**src/hw/tsbc_pkg.sv**
```systemverilog
// Constants for the tuner synthesiser serial control block
package tsbc_pkg;
    // Fixed address head, sent before the two select bits
    localparam logic [4:0] ADDR_HEAD      = 5'h18;
    localparam logic [1:0] ADDR_SEL_FIXED = 2'h1;
    // Control byte fields, bit 1 being the MSB (index 7)
    localparam int CTRL_CP_POS = 6;
    localparam int CTRL_T1_POS = 5;
    localparam int CTRL_T0_POS = 4;
    localparam int CTRL_OS_POS = 0;
    localparam int PORT_ADC    = 6;
    localparam int PORT_TOP    = 7;
    // Values after reset
    localparam logic [14:0] RATIO_RESET = 15'h0000;
    localparam logic [7:0]  CTRL_RESET  = 8'h00;
    localparam logic [7:0]  PORT_RESET  = 8'h00;
    // Reference and comparison rates
    localparam longint REF_FREQ_HZ         = 4000000;
    localparam longint COMP_FREQ_MILLIHZ   = 7812500;
    localparam int     REF_DIVIDE          = int'((REF_FREQ_HZ * 1000) / COMP_FREQ_MILLIHZ);
    localparam int     PRESCALE            = 8;
    // Lock detection: bound that error cycles per period must stay below, periods in a row
    localparam int     LOCK_WINDOW_CYCLES  = 4;
    localparam int     LOCK_PERIODS        = 4;
    typedef enum {TSBC_IDLE, TSBC_ADDR, TSBC_ADDR_ACK, TSBC_WR, TSBC_WR_ACK,
                  TSBC_RD, TSBC_RD_ACK, TSBC_RD_NEXT} tsbc_bus_state_t;
    typedef enum {TSBC_CLS_ANY, TSBC_CLS_FREQ_LO, TSBC_CLS_PORT} tsbc_class_t;
endpackage

```
**src/hw/tsbc_bus_if.sv**
```systemverilog
// Byte carrier between the serial slave and the synthesiser core
`timescale 1ns/1ps
`default_nettype none
interface tsbc_bus_if;
    logic [1:0] addr_sel;
    logic [7:0] tx_byte;
    logic [7:0] rx_byte;
    logic       rx_valid;
    logic       wr_start;
    logic       read_stop;
    modport slv  (input addr_sel, tx_byte, output rx_byte, rx_valid, wr_start, read_stop);
    modport core (output addr_sel, tx_byte, input rx_byte, rx_valid, wr_start, read_stop);
endinterface
`default_nettype wire

```
**src/hw/tsbc_i2c_slave.sv**
```systemverilog
// Two-wire serial slave: address match, byte receive, status send
`timescale 1ns/1ps
`default_nettype none
module tsbc_i2c_slave (
    // Clock and reset
    input  wire logic sys_clk_in,
    input  wire logic reset_n_in,
    // Serial lines
    input  wire logic scl_in,
    input  wire logic sda_in,
    output var  logic sda_oe_out,
    // Core side
    tsbc_bus_if.slv   bus
);
    import tsbc_pkg::*;
    tsbc_bus_state_t state;
    logic       scl_q;
    logic       sda_q;
    logic [3:0] bit_cnt;
    logic [7:0] shift;
    logic       rd_mode;
    wire scl_rise   = scl_in & ~scl_q;
    wire scl_fall   = ~scl_in & scl_q;
    wire start_cond = scl_in & scl_q & sda_q & ~sda_in;
    wire stop_cond  = scl_in & scl_q & ~sda_q & sda_in;
    wire byte_done  = scl_fall & (bit_cnt == 4'h8);
    wire addr_hit   = (shift[7:3] == ADDR_HEAD) &&
                      ((shift[2:1] == bus.addr_sel) || (shift[2:1] == ADDR_SEL_FIXED));
    wire [7:0] next_shift = {shift[6:0], sda_in};

    always_ff @(posedge sys_clk_in or negedge reset_n_in) begin
        if (!reset_n_in) begin
            state <= TSBC_IDLE;
            scl_q <= 1'b1;
            sda_q <= 1'b1;
            bit_cnt <= 4'h0;
            shift <= 8'h00;
            rd_mode <= 1'b0;
            sda_oe_out <= 1'b0;
            bus.rx_byte <= 8'h00;
            bus.rx_valid <= 1'b0;
            bus.wr_start <= 1'b0;
            bus.read_stop <= 1'b0;
        end else begin
            scl_q <= scl_in;
            sda_q <= sda_in;
            bus.rx_valid <= 1'b0;
            bus.wr_start <= 1'b0;
            bus.read_stop <= 1'b0;
            if (start_cond) begin
                state <= TSBC_ADDR;
                bit_cnt <= 4'h0;
                sda_oe_out <= 1'b0;
            end else if (stop_cond) begin
                state <= TSBC_IDLE;
                sda_oe_out <= 1'b0;
                bus.read_stop <= rd_mode;
                rd_mode <= 1'b0;
            end else begin
                unique case (state)
                    TSBC_IDLE: begin
                    end
                    TSBC_ADDR, TSBC_WR: begin
                        if (scl_rise) begin
                            shift <= next_shift;
                            bit_cnt <= bit_cnt + 4'h1;
                        end
                        if (byte_done && state == TSBC_ADDR) begin
                            if (addr_hit) begin
                                sda_oe_out <= 1'b1;
                                rd_mode <= shift[0];
                                bus.wr_start <= ~shift[0];
                                state <= TSBC_ADDR_ACK;
                            end else begin
                                state <= TSBC_IDLE;
                            end
                        end else if (byte_done) begin
                            bus.rx_byte <= shift;
                            bus.rx_valid <= 1'b1;
                            sda_oe_out <= 1'b1;
                            state <= TSBC_WR_ACK;
                        end
                    end
                    TSBC_ADDR_ACK, TSBC_RD_NEXT: begin
                        if (scl_fall) begin
                            bit_cnt <= 4'h0;
                            if (rd_mode) begin
                                shift <= bus.tx_byte;
                                sda_oe_out <= ~bus.tx_byte[7];
                                state <= TSBC_RD;
                            end else begin
                                sda_oe_out <= 1'b0;
                                state <= TSBC_WR;
                            end
                        end
                    end
                    TSBC_WR_ACK: begin
                        if (scl_fall) begin
                            sda_oe_out <= 1'b0;
                            bit_cnt <= 4'h0;
                            state <= TSBC_WR;
                        end
                    end
                    TSBC_RD: begin
                        if (scl_rise) begin
                            bit_cnt <= bit_cnt + 4'h1;
                        end
                        if (byte_done) begin
                            sda_oe_out <= 1'b0;
                            state <= TSBC_RD_ACK;
                        end else if (scl_fall) begin
                            sda_oe_out <= ~shift[6];
                            shift <= {shift[6:0], 1'b0};
                        end
                    end
                    TSBC_RD_ACK: begin
                        if (scl_rise) begin
                            state <= sda_in ? TSBC_IDLE : TSBC_RD_NEXT;
                        end
                    end
                endcase
            end
        end
    end
endmodule
`default_nettype wire

```
**src/hw/tsbc_top.sv**
```systemverilog
// Synthesiser control core: byte steering, dividers, comparator, ports
//
// Function
// - Address LSB high selects status read, low selects programming write.
// - Device pulls data low in acknowledge slots of address and written bytes.
// - Address select input chooses one address the device answers; select code 1 is always answered too.
// - First bit of each new byte: 0 frequency byte, 1 control byte.
// - Frequency byte pairs with low frequency byte; control pairs with port byte.
// - Further bytes are accepted in one write until a stop.
// - A byte cut short before its eighth bit is discarded.
// - Frequency bits held in 15-bit register setting the programmable divider.
// - Fixed divide-by-8 prescaler precedes the programmable divider.
// - Phase comparator drives the pump to lock divider to comparison rate.
// - Reference divided by fixed ratio to give 7.8125 kHz comparison.
// - Control bit 2 selects high pump current when 1, low when 0.
// - Control bit 4 set turns the charge pump off.
// - Control bit 8 set forces the varactor drive output off.
// - Control bit 3 routes comparison to ADC port, divider to top port.
// - Port byte bit 1 turns a port on, 0 leaves it high impedance.
// - Bytes MSB first; address is 11000, two select bits, direction bit.
// - Status byte: power-on, lock, three port levels, three ADC bits.
// - Power-on flag set on supply loss, cleared by stop ending a read.
// - All output ports start high impedance at power-up.
`timescale 1ns/1ps
`default_nettype none
module tsbc_top #(
    parameter int LOCK_WINDOW = tsbc_pkg::LOCK_WINDOW_CYCLES,
    parameter int LOCK_COUNT  = tsbc_pkg::LOCK_PERIODS
) (
    // Clock and reset
    input  wire logic       sys_clk_in,
    input  wire logic       reset_n_in,
    // Serial bus
    input  wire logic       scl_in,
    input  wire logic       sda_in,
    output var  logic       sda_oe_out,
    // Address select level code and ADC result
    input  wire logic [1:0] addr_select_port_in,
    input  wire logic [2:0] adc_code_in,
    // Reference and prescaler input edges
    input  wire logic       ref_clk_in,
    input  wire logic       lo_in,
    // Output ports: enable pulls the port low
    input  wire logic [7:0] output_ports_in,
    output var  logic [7:0] output_ports_oe_out,
    // Charge pump, drive amplifier and lock flag
    output var  logic       pump_up_out,
    output var  logic       pump_down_out,
    output var  logic       pump_current_select_out,
    output var  logic       drive_output_off_out,
    output var  logic       lock_flag_out
);
    import tsbc_pkg::*;

    initial begin
        if (LOCK_WINDOW < 1 || LOCK_WINDOW > 255 || LOCK_COUNT < 1 || LOCK_COUNT > 255) begin
            $error("tsbc_top: lock parameters out of range");
        end
        if (REF_DIVIDE != 512) begin
            $error("tsbc_top: reference divider must be 512");
        end
    end

    tsbc_bus_if bus ();

    tsbc_i2c_slave u_slave (
        .sys_clk_in (sys_clk_in),
        .reset_n_in (reset_n_in),
        .scl_in     (scl_in),
        .sda_in     (sda_in),
        .sda_oe_out (sda_oe_out),
        .bus        (bus.slv)
    );

    // Programming registers
    logic [14:0] divider_ratio;
    logic [7:0]  pump_test_control;
    logic [7:0]  port_output_control;
    tsbc_class_t byte_class;
    logic        power_on_flag;

    // Divider chain state
    logic        ref_q;
    logic        lo_q;
    logic [8:0]  ref_cnt;
    logic [2:0]  pre_cnt;
    logic [14:0] div_cnt;
    logic        comp_sq;
    logic        div_sq;

    // Comparator state
    logic        pfd_up;
    logic        pfd_dn;
    logic [7:0]  err_cnt;
    logic [7:0]  lock_cnt;

    // Control field decode
    wire pump_current_select    = pump_test_control[CTRL_CP_POS];
    wire comparator_test_select = pump_test_control[CTRL_T1_POS];
    wire pump_disable           = pump_test_control[CTRL_T0_POS];
    wire drive_output_off       = pump_test_control[CTRL_OS_POS];

    // Edge detection on sampled reference and prescaler input
    wire ref_edge  = ref_clk_in & ~ref_q;
    wire lo_edge   = lo_in & ~lo_q;
    wire comp_tick = ref_edge && (ref_cnt == 9'(REF_DIVIDE - 1));
    wire pre_tick  = lo_edge && (pre_cnt == 3'(PRESCALE - 1));
    wire div_tick  = pre_tick && (div_cnt <= 15'h0001);

    // Phase-frequency detector next state
    wire next_up   = (pfd_up | comp_tick) & ~(pfd_dn | div_tick);
    wire next_dn   = (pfd_dn | div_tick) & ~(pfd_up | comp_tick);
    wire in_window = err_cnt < 8'(LOCK_WINDOW);
    wire locked    = lock_cnt >= 8'(LOCK_COUNT);

    // Status byte sent on read
    assign bus.tx_byte  = {power_on_flag, lock_flag_out, output_ports_in[7],
                           output_ports_in[5], output_ports_in[4], adc_code_in};
    assign bus.addr_sel = addr_select_port_in;

    // Port drive with test routing
    logic [7:0] next_port_oe;
    always_comb begin
        next_port_oe = port_output_control;
        if (comparator_test_select) begin
            next_port_oe[PORT_ADC] = ~comp_sq;
            next_port_oe[PORT_TOP] = ~div_sq;
        end
    end

    // Byte steering of the write stream
    always_ff @(posedge sys_clk_in or negedge reset_n_in) begin
        if (!reset_n_in) begin
            divider_ratio <= RATIO_RESET;
            pump_test_control <= CTRL_RESET;
            port_output_control <= PORT_RESET;
            byte_class <= TSBC_CLS_ANY;
        end else if (bus.wr_start) begin
            byte_class <= TSBC_CLS_ANY;
        end else if (bus.rx_valid) begin
            unique case (byte_class)
                TSBC_CLS_ANY: begin
                    if (!bus.rx_byte[7]) begin
                        divider_ratio[14:8] <= bus.rx_byte[6:0];
                        byte_class <= TSBC_CLS_FREQ_LO;
                    end else begin
                        pump_test_control <= bus.rx_byte;
                        byte_class <= TSBC_CLS_PORT;
                    end
                end
                TSBC_CLS_FREQ_LO: begin
                    divider_ratio[7:0] <= bus.rx_byte;
                    byte_class <= TSBC_CLS_ANY;
                end
                TSBC_CLS_PORT: begin
                    port_output_control <= bus.rx_byte;
                    byte_class <= TSBC_CLS_ANY;
                end
            endcase
        end
    end

    // Power-on indicator
    always_ff @(posedge sys_clk_in or negedge reset_n_in) begin
        if (!reset_n_in) begin
            power_on_flag <= 1'b1;
        end else if (bus.read_stop) begin
            power_on_flag <= 1'b0;
        end
    end

    // Reference divider and comparison square wave
    always_ff @(posedge sys_clk_in or negedge reset_n_in) begin
        if (!reset_n_in) begin
            ref_q <= 1'b0;
            ref_cnt <= 9'h000;
            comp_sq <= 1'b0;
        end else begin
            ref_q <= ref_clk_in;
            if (ref_edge) begin
                ref_cnt <= comp_tick ? 9'h000 : ref_cnt + 9'h001;
            end
            if (ref_edge) begin
                comp_sq <= comp_tick || (ref_cnt < 9'(REF_DIVIDE / 2 - 1));
            end
        end
    end

    // Prescaler and programmable divider
    always_ff @(posedge sys_clk_in or negedge reset_n_in) begin
        if (!reset_n_in) begin
            lo_q <= 1'b0;
            pre_cnt <= 3'h0;
            div_cnt <= RATIO_RESET;
            div_sq <= 1'b0;
        end else begin
            lo_q <= lo_in;
            if (lo_edge) begin
                pre_cnt <= pre_cnt + 3'h1;
            end
            if (div_tick) begin
                div_cnt <= divider_ratio;
                div_sq <= 1'b1;
            end else if (pre_tick) begin
                div_cnt <= div_cnt - 15'h0001;
            end
            if (lo_edge && !div_tick) begin
                div_sq <= 1'b0;
            end
        end
    end

    // Phase comparator and lock detector
    always_ff @(posedge sys_clk_in or negedge reset_n_in) begin
        if (!reset_n_in) begin
            pfd_up <= 1'b0;
            pfd_dn <= 1'b0;
            err_cnt <= 8'h00;
            lock_cnt <= 8'h00;
        end else begin
            pfd_up <= next_up;
            pfd_dn <= next_dn;
            if (comp_tick) begin
                err_cnt <= 8'h00;
                if (!in_window) begin
                    lock_cnt <= 8'h00;
                end else if (!locked) begin
                    lock_cnt <= lock_cnt + 8'h01;
                end
            end else if ((pfd_up | pfd_dn) && err_cnt != 8'hff) begin
                err_cnt <= err_cnt + 8'h01;
            end
        end
    end

    // Registered outputs
    always_ff @(posedge sys_clk_in or negedge reset_n_in) begin
        if (!reset_n_in) begin
            output_ports_oe_out <= 8'h00;
            pump_up_out <= 1'b0;
            pump_down_out <= 1'b0;
            pump_current_select_out <= 1'b0;
            drive_output_off_out <= 1'b0;
            lock_flag_out <= 1'b0;
        end else begin
            output_ports_oe_out <= next_port_oe;
            pump_up_out <= pfd_up & ~pump_disable;
            pump_down_out <= pfd_dn & ~pump_disable;
            pump_current_select_out <= pump_current_select;
            drive_output_off_out <= drive_output_off;
            lock_flag_out <= locked;
        end
    end
endmodule
`default_nettype wire
```
**config.mk**
```make
export PLATFORM = sky130hd
export DESIGN_NAME = tsbc_top
export DESIGN_NICKNAME = d
export VERILOG_FILES = /design/src/hw/tsbc_pkg.sv /design/src/hw/tsbc_bus_if.sv /design/src/hw/tsbc_i2c_slave.sv /design/src/hw/tsbc_top.sv
export SDC_FILE = /design/constraint.sdc
export NUM_CORES = 1
export LEC_CHECK = 0
export BUFFER_PORTS_ARGS = -buffer_cell sky130_fd_sc_hd__buf_2
export CORE_MARGIN = 10
export CORE_UTILIZATION = 50
export CTS_CLUSTER_DIAMETER = 40
export CTS_CLUSTER_SIZE = 10
export DETAILED_ROUTE_END_ITERATION = 7
export GPL_ROUTABILITY_DRIVEN = 0
export PLACE_DENSITY = 0.7
export SLEW_MARGIN = 10
export SYNTH_ARGS = -nofsm -noshare
export SYNTH_HDL_FRONTEND = slang
export SYNTH_SLANG_ARGS = --single-unit
```
**constraint.sdc**
```tcl
create_clock -name sys_clk_in -period 2.2 [get_ports sys_clk_in]
set_input_delay 0.44 -clock sys_clk_in [delete_from_list [all_inputs] [get_ports sys_clk_in]]
set_output_delay 0.44 -clock sys_clk_in [all_outputs]
set_load 0.01 [all_outputs]
```
-- Word level (Yosys, flattened, before mapping)
Index checks and enable logic that the tools add are counted.
- register bits after elaboration: 184
- bits of input ports: 19
- output and inout bits: 14
- add/subtract/negate cells: 6
- order comparisons: 4
- equal/unequal tests: 33
- muxes and demuxes: 64
- bitwise gates (word level): 36
- reductions and logical operators: 38
- operators with widths (cell ; number):
    $mux 32 ; 10
    $pmux 32 s5 ; 1
    $eq 32x2->1 const B ; 4
    $eq 32x3->1 const B ; 4
    $mux 8 ; 9
    $eq 32x1->1 const B ; 2
    $pmux 32 s2 ; 1
    $logic_not 32->1 ; 1
    $mux 15 ; 2
    $mux 1 ; 28
    $pmux 8 s3 ; 1
    $not 1->1 ; 19
    $add 8x1->8 const B ; 2
    $mux 4 ; 4
    $ne 4x1->1 const B ; 4
    $reduce_and 4->1 ; 4
    $le 15x1->1 const B ; 1
    $sub 15x1->15 const B ; 1
    $and 1x1->1 ; 14
    $reduce_bool 2->1 ; 7
    $reduce_and 6->1 ; 2
    $ne 2x1->1 const B ; 5
    $ne 5x1->1 const B ; 2
    $add 9x1->9 const B ; 1
    other kinds (33) ; 52

-- Longest topological paths before layout
- word-level depth: 8
- gate-level depth with buffers: 10
- depth with buffers taken out: 9

-- Modules after synthesis
Synthesis repeated with hierarchy kept, for this count alone.
- cell total of the unflattened synthesis: 519
- area, all modules: 5835.6 um^2
- by module, submodules not included (module ; instances ; cells an instance ; area an instance (um^2) ; seq. area each (um^2)):
    tsbc_top ; 1 ; 365 ; 4151.5 ; 2303.5
    tsbc_i2c_slave ; 1 ; 154 ; 1684.1 ; 753.2

-- Worst setup path before layout
OpenSTA, ideal clock, no wires.
- path type: reg-to-reg
- start point: register ref_cnt[0]
- end point: register lock_cnt[0]
- setup time: 0.125 ns
- arrival time: 1.949 ns
- required time: 2.075 ns
- slack: 0.127 ns
- stages on the path, launching flop included: 10
- clock period less this slack: 2.073 ns
- cell sequence: dfrtp_1 -> ha_1 -> nand3_1 -> nor2_1 -> ha_1 -> clkbuf_1 -> inv_1 -> or2_2 -> a31o_2 -> mux2_2
- word-level cells in the longest chain between the ends: 3
- RTL lines (item ; RTL line ; source):
    from (decl) ; tsbc_top.sv:85 ; logic [8:0] ref_cnt;
    from (signal assigned) ; tsbc_top.sv:181 ; ref_cnt <= comp_tick ? 9'h000 : ref_cnt + 9'h001;
    $eq 9x9->1 ; tsbc_top.sv:106 ; wire comp_tick = ref_edge && (ref_cnt == 9'(REF_DIVIDE - 1));
    $logic_and 1x1->1 ; tsbc_top.sv:106 ;
    $reduce_and 2->1 (no line) ; - ;
    to (signal assigned) ; tsbc_top.sv:228 ; lock_cnt <= lock_cnt + 8'h01;
    to (decl) ; tsbc_top.sv:95 ; logic [7:0] lock_cnt;
No other way between the ends.
A chain may end at the register's enable or synchronous reset.

-- Final worst setup path
Same ends and word-level chain as after synthesis.

==> results.yml <==
placed_design:
  portBuffers: 27
  dp_hpwl_microns: 8180
  placed_cell_area_sq_um: 6180
critical_path:
  cp_common_cell: "ha_1"
  worst_path_max_delay_cell: "dfrtp_1"
  crit_chain: "ha_1 > nand3_1 > nor2_1 > ha_1 > inv_1 > or2_2 > a31o_2 > mux2_2"
  end_kind: "register"
  critPathLaunchType: "register"
  cp.required_ps: 2500
  critical_path_class: "reg2reg"
  max_stage_delay_ps: 390
  worstPathMaxFanout: 4
  arrival_ps: 2350
layout:
  syn2layout_area_growth_pct: 18.9
  nNetsFinal: 612
  drive_gt1_share_pct: 22.8
  antenna_cells: 0
  final_cell_area_sq_um: 6870
job:
  cap_violations: 0
logic_synthesis:
  synth_top_cells_by_area: "dfrtp_1 52%, mux2_2 8.4%, nand2_1 3.1%"
  synth.most_common_cell: "dfrtp_1"
  synth_cells: 532
  synth_area_per_cell_sq_um: 10.9
  synth_edf_count: 0
  synth-async-reset-ratio_pct: 100
  yosysTopAreaCell: "dfrtp_1"
  ys.flop_type: "dfrtp_1"
  syn-num-nets: 565
  ys_ff_latch: 122
  yosysWarnings: 0
  yosysSeqAreaShare_pct: 52.9
  synth.distinct_cells: 64
  syn-cell-area_sq_um: 5780
  synth_common_cells: "119 x dfrtp_1, 47 x nand2_1, 43 x mux2_2"
  yosys.area.top_type_share_pct: 51.5
timing:
  timing.fmax_mhz: 488
  period_minus_slack_ps: 2050
  fin_crit_sh_pct: 93.2
  finalHoldViolCount: 0
  setup_viol_count_final: 0
  slew_violations: 0
  finalSetupTns_ps: 0
  rsz0062_at_grt: "false"
  max-slew-margin-rel_pct: 63.0
  fin_worst_skew_ps: 9.75
  worst_pin_slew_ps: 555
power_and_ir_drop:
  power_leakage_nw: 3.29
  p_per_area_nw_per_um2: 1080
  ir_drop_mv: 0.683
drt:
  drt-total-wl_microns: 11800
  drt-vias-per-instance: 5.64
  vias: 4143
  wirelength_met1_microns: 5090
  dr.max_layer_used: "met4"
  drt_iter0_drc: 292
  postRouteAntennaNets: 0
  routed-wl-met3_microns: 465
  drc: 0
  first_pass_iters: 4
  met2_length_microns: 6110
  wire_per_inst_microns: 16.1
clock_tree:
  tritoncts: "yes"
  clk_path_buf_depth: 2
  clock-sinks: 122
  htree_levels: 4
  cts_buffers: 17
  cts.clk_slew.worst_paths_ps: 60
  clkLatencyLatePin_ps: 420
  root_buffer: "clkbuf_16"
die:
  fp.dieH_microns: 128
  dieArea_sq_um: 16300
  coreArea_sq_um: 11400
  start_util_pct: 50.9
  io_pins: 33
  placementRows: 39
  die_x_microns: 128
global_routing:
  antenna_found_initial: 0
  overflow: 0
  grt_pass1_vias: 4232
  grt_max_degree: 46
  grt_use_total_pct: 15.1
  grt_pass1_wl_microns: 20100
run_status:
  status: "completed"
worst_hold_path:
  hold_path_class: "in2async"
cell usage in the layout, fill, tap and decap left out, types with 14 or more instances in the layout:
cell type | synthesis | routed
o21ai_0 | 29 | 29
nor2b_1 | 15 | 15
nor2_1 | 39 | 39
nand3_1 | 16 | 16
ha_1 | 14 | 14
buf_2 | 4 | 26
nand2_1 | 47 | 47
a21oi_1 | 23 | 22
mux2i_1 | 16 | 16
nor3_1 | 15 | 15
dfrtp_1 | 119 | 119
buf_4 | 0 | 16
mux2_2 | 43 | 43
inv_1 | 21 | 21
clkbuf_16 | 0 | 17
critical path, delay by kind of cell, from the launching register on:
kind            cells  cell delay [ps]
simple gates        3              550
fa+ha+maj           2              430
flops               1              390
mux                 1              260
compound gates      1              230
buf+inv             1               80
state kept, by name (all words and copies together) (netlist names), 2 cells and up:
register             cells
u_slave.bus.rx_byte      8
u_slave.bit_cnt          4
ref_cnt                  9
err_cnt                  8
u_slave.shift            8
byte_class               2
output_ports_oe_out      8
port_output_control      8
pump_test_control        4
u_slave.state            3
lock_cnt                 8
div_cnt                 15
pre_cnt                  3
divider_ratio           15
layout make-up:
class | count | area [sq um]
fill | 950 | 4500
inverter | 21 | 78.8
clock buffer | 19 | 453
multi-input combinational | 373 | 2580
timing repair buffer | 44 | 290
clock inverter | 13 | 239
sequential | 122 | 3060
tap | 143 | 179
power by group:
| group | leakage (nW) | internal, mW | total [mW] | switching (mW) |
|---|---|---|---|---|
| logic | 1.38 | 0.567 | 1.24 | 0.669 |
| clock network | 0.330 | 2.20 | 3.22 | 1.02 |
| registers | 1.58 | 2.58 | 2.98 | 0.401 |
repair_timing:
action	4_1_cts	5_1_grt
hold buffers	0	0
endpoints found under the setup margin	0	4
resized for setup	0	1
buffers inserted	0	0
path summary, 6_finish.rpt:
check	startpoint	endpoint	slack (ps)	cells after the start
setup reg to reg	ref_cnt[0]	lock_cnt[0]	150	8
setup / recovery	ref_cnt[0]	lock_cnt[0]	150	8
hold reg to reg	port_output_control[0]	output_ports_oe_out[0]	370	0
hold / removal	reset_n_in	divider_ratio[2]	6	1
max in group asynchronous	reset_n_in	power_on_flag	1540	2
min in group sys_clk_in	ref_clk_in	ref_q	150	1
per-stage QoR:
step	hold WS, ps	total power, mW	setup slack [ps]	util [%]	instances
6_report	5.84	7.44	149	60.5	735
5_1_grt	33.4	7.82	35.9	60.5	735
4_1_cts	10.7	7.51	151	60.4	735
3_5_place_dp	349	4.25	157	54.3	703
3_3_place_gp	346	4.16	245	54.3	703
2_1_floorplan	144	3.79	127	-	532
layer usage:
metal,vias up,track usage [%]
li1,2010,-
met3,15,3.72
met4,0,6.76
met1,2048,17.7
met2,70,25.5
met5,-,0
cells by family (layout without fill, tap and decap cells):
family	after synthesis	after routing	share of synthesized area, %
AO/OA/AOI/OAI	103	103	11.7
XOR/XNOR	12	12	1.82
adder cells (fa/ha/maj)	14	14	3.03
buffers and inverters	37	97	2.62
flip-flops	122	122	52.9
multiplexers	59	59	11.1
AND/OR/NAND/NOR	185	185	16.8
Power figures use the tool's default switching activity.
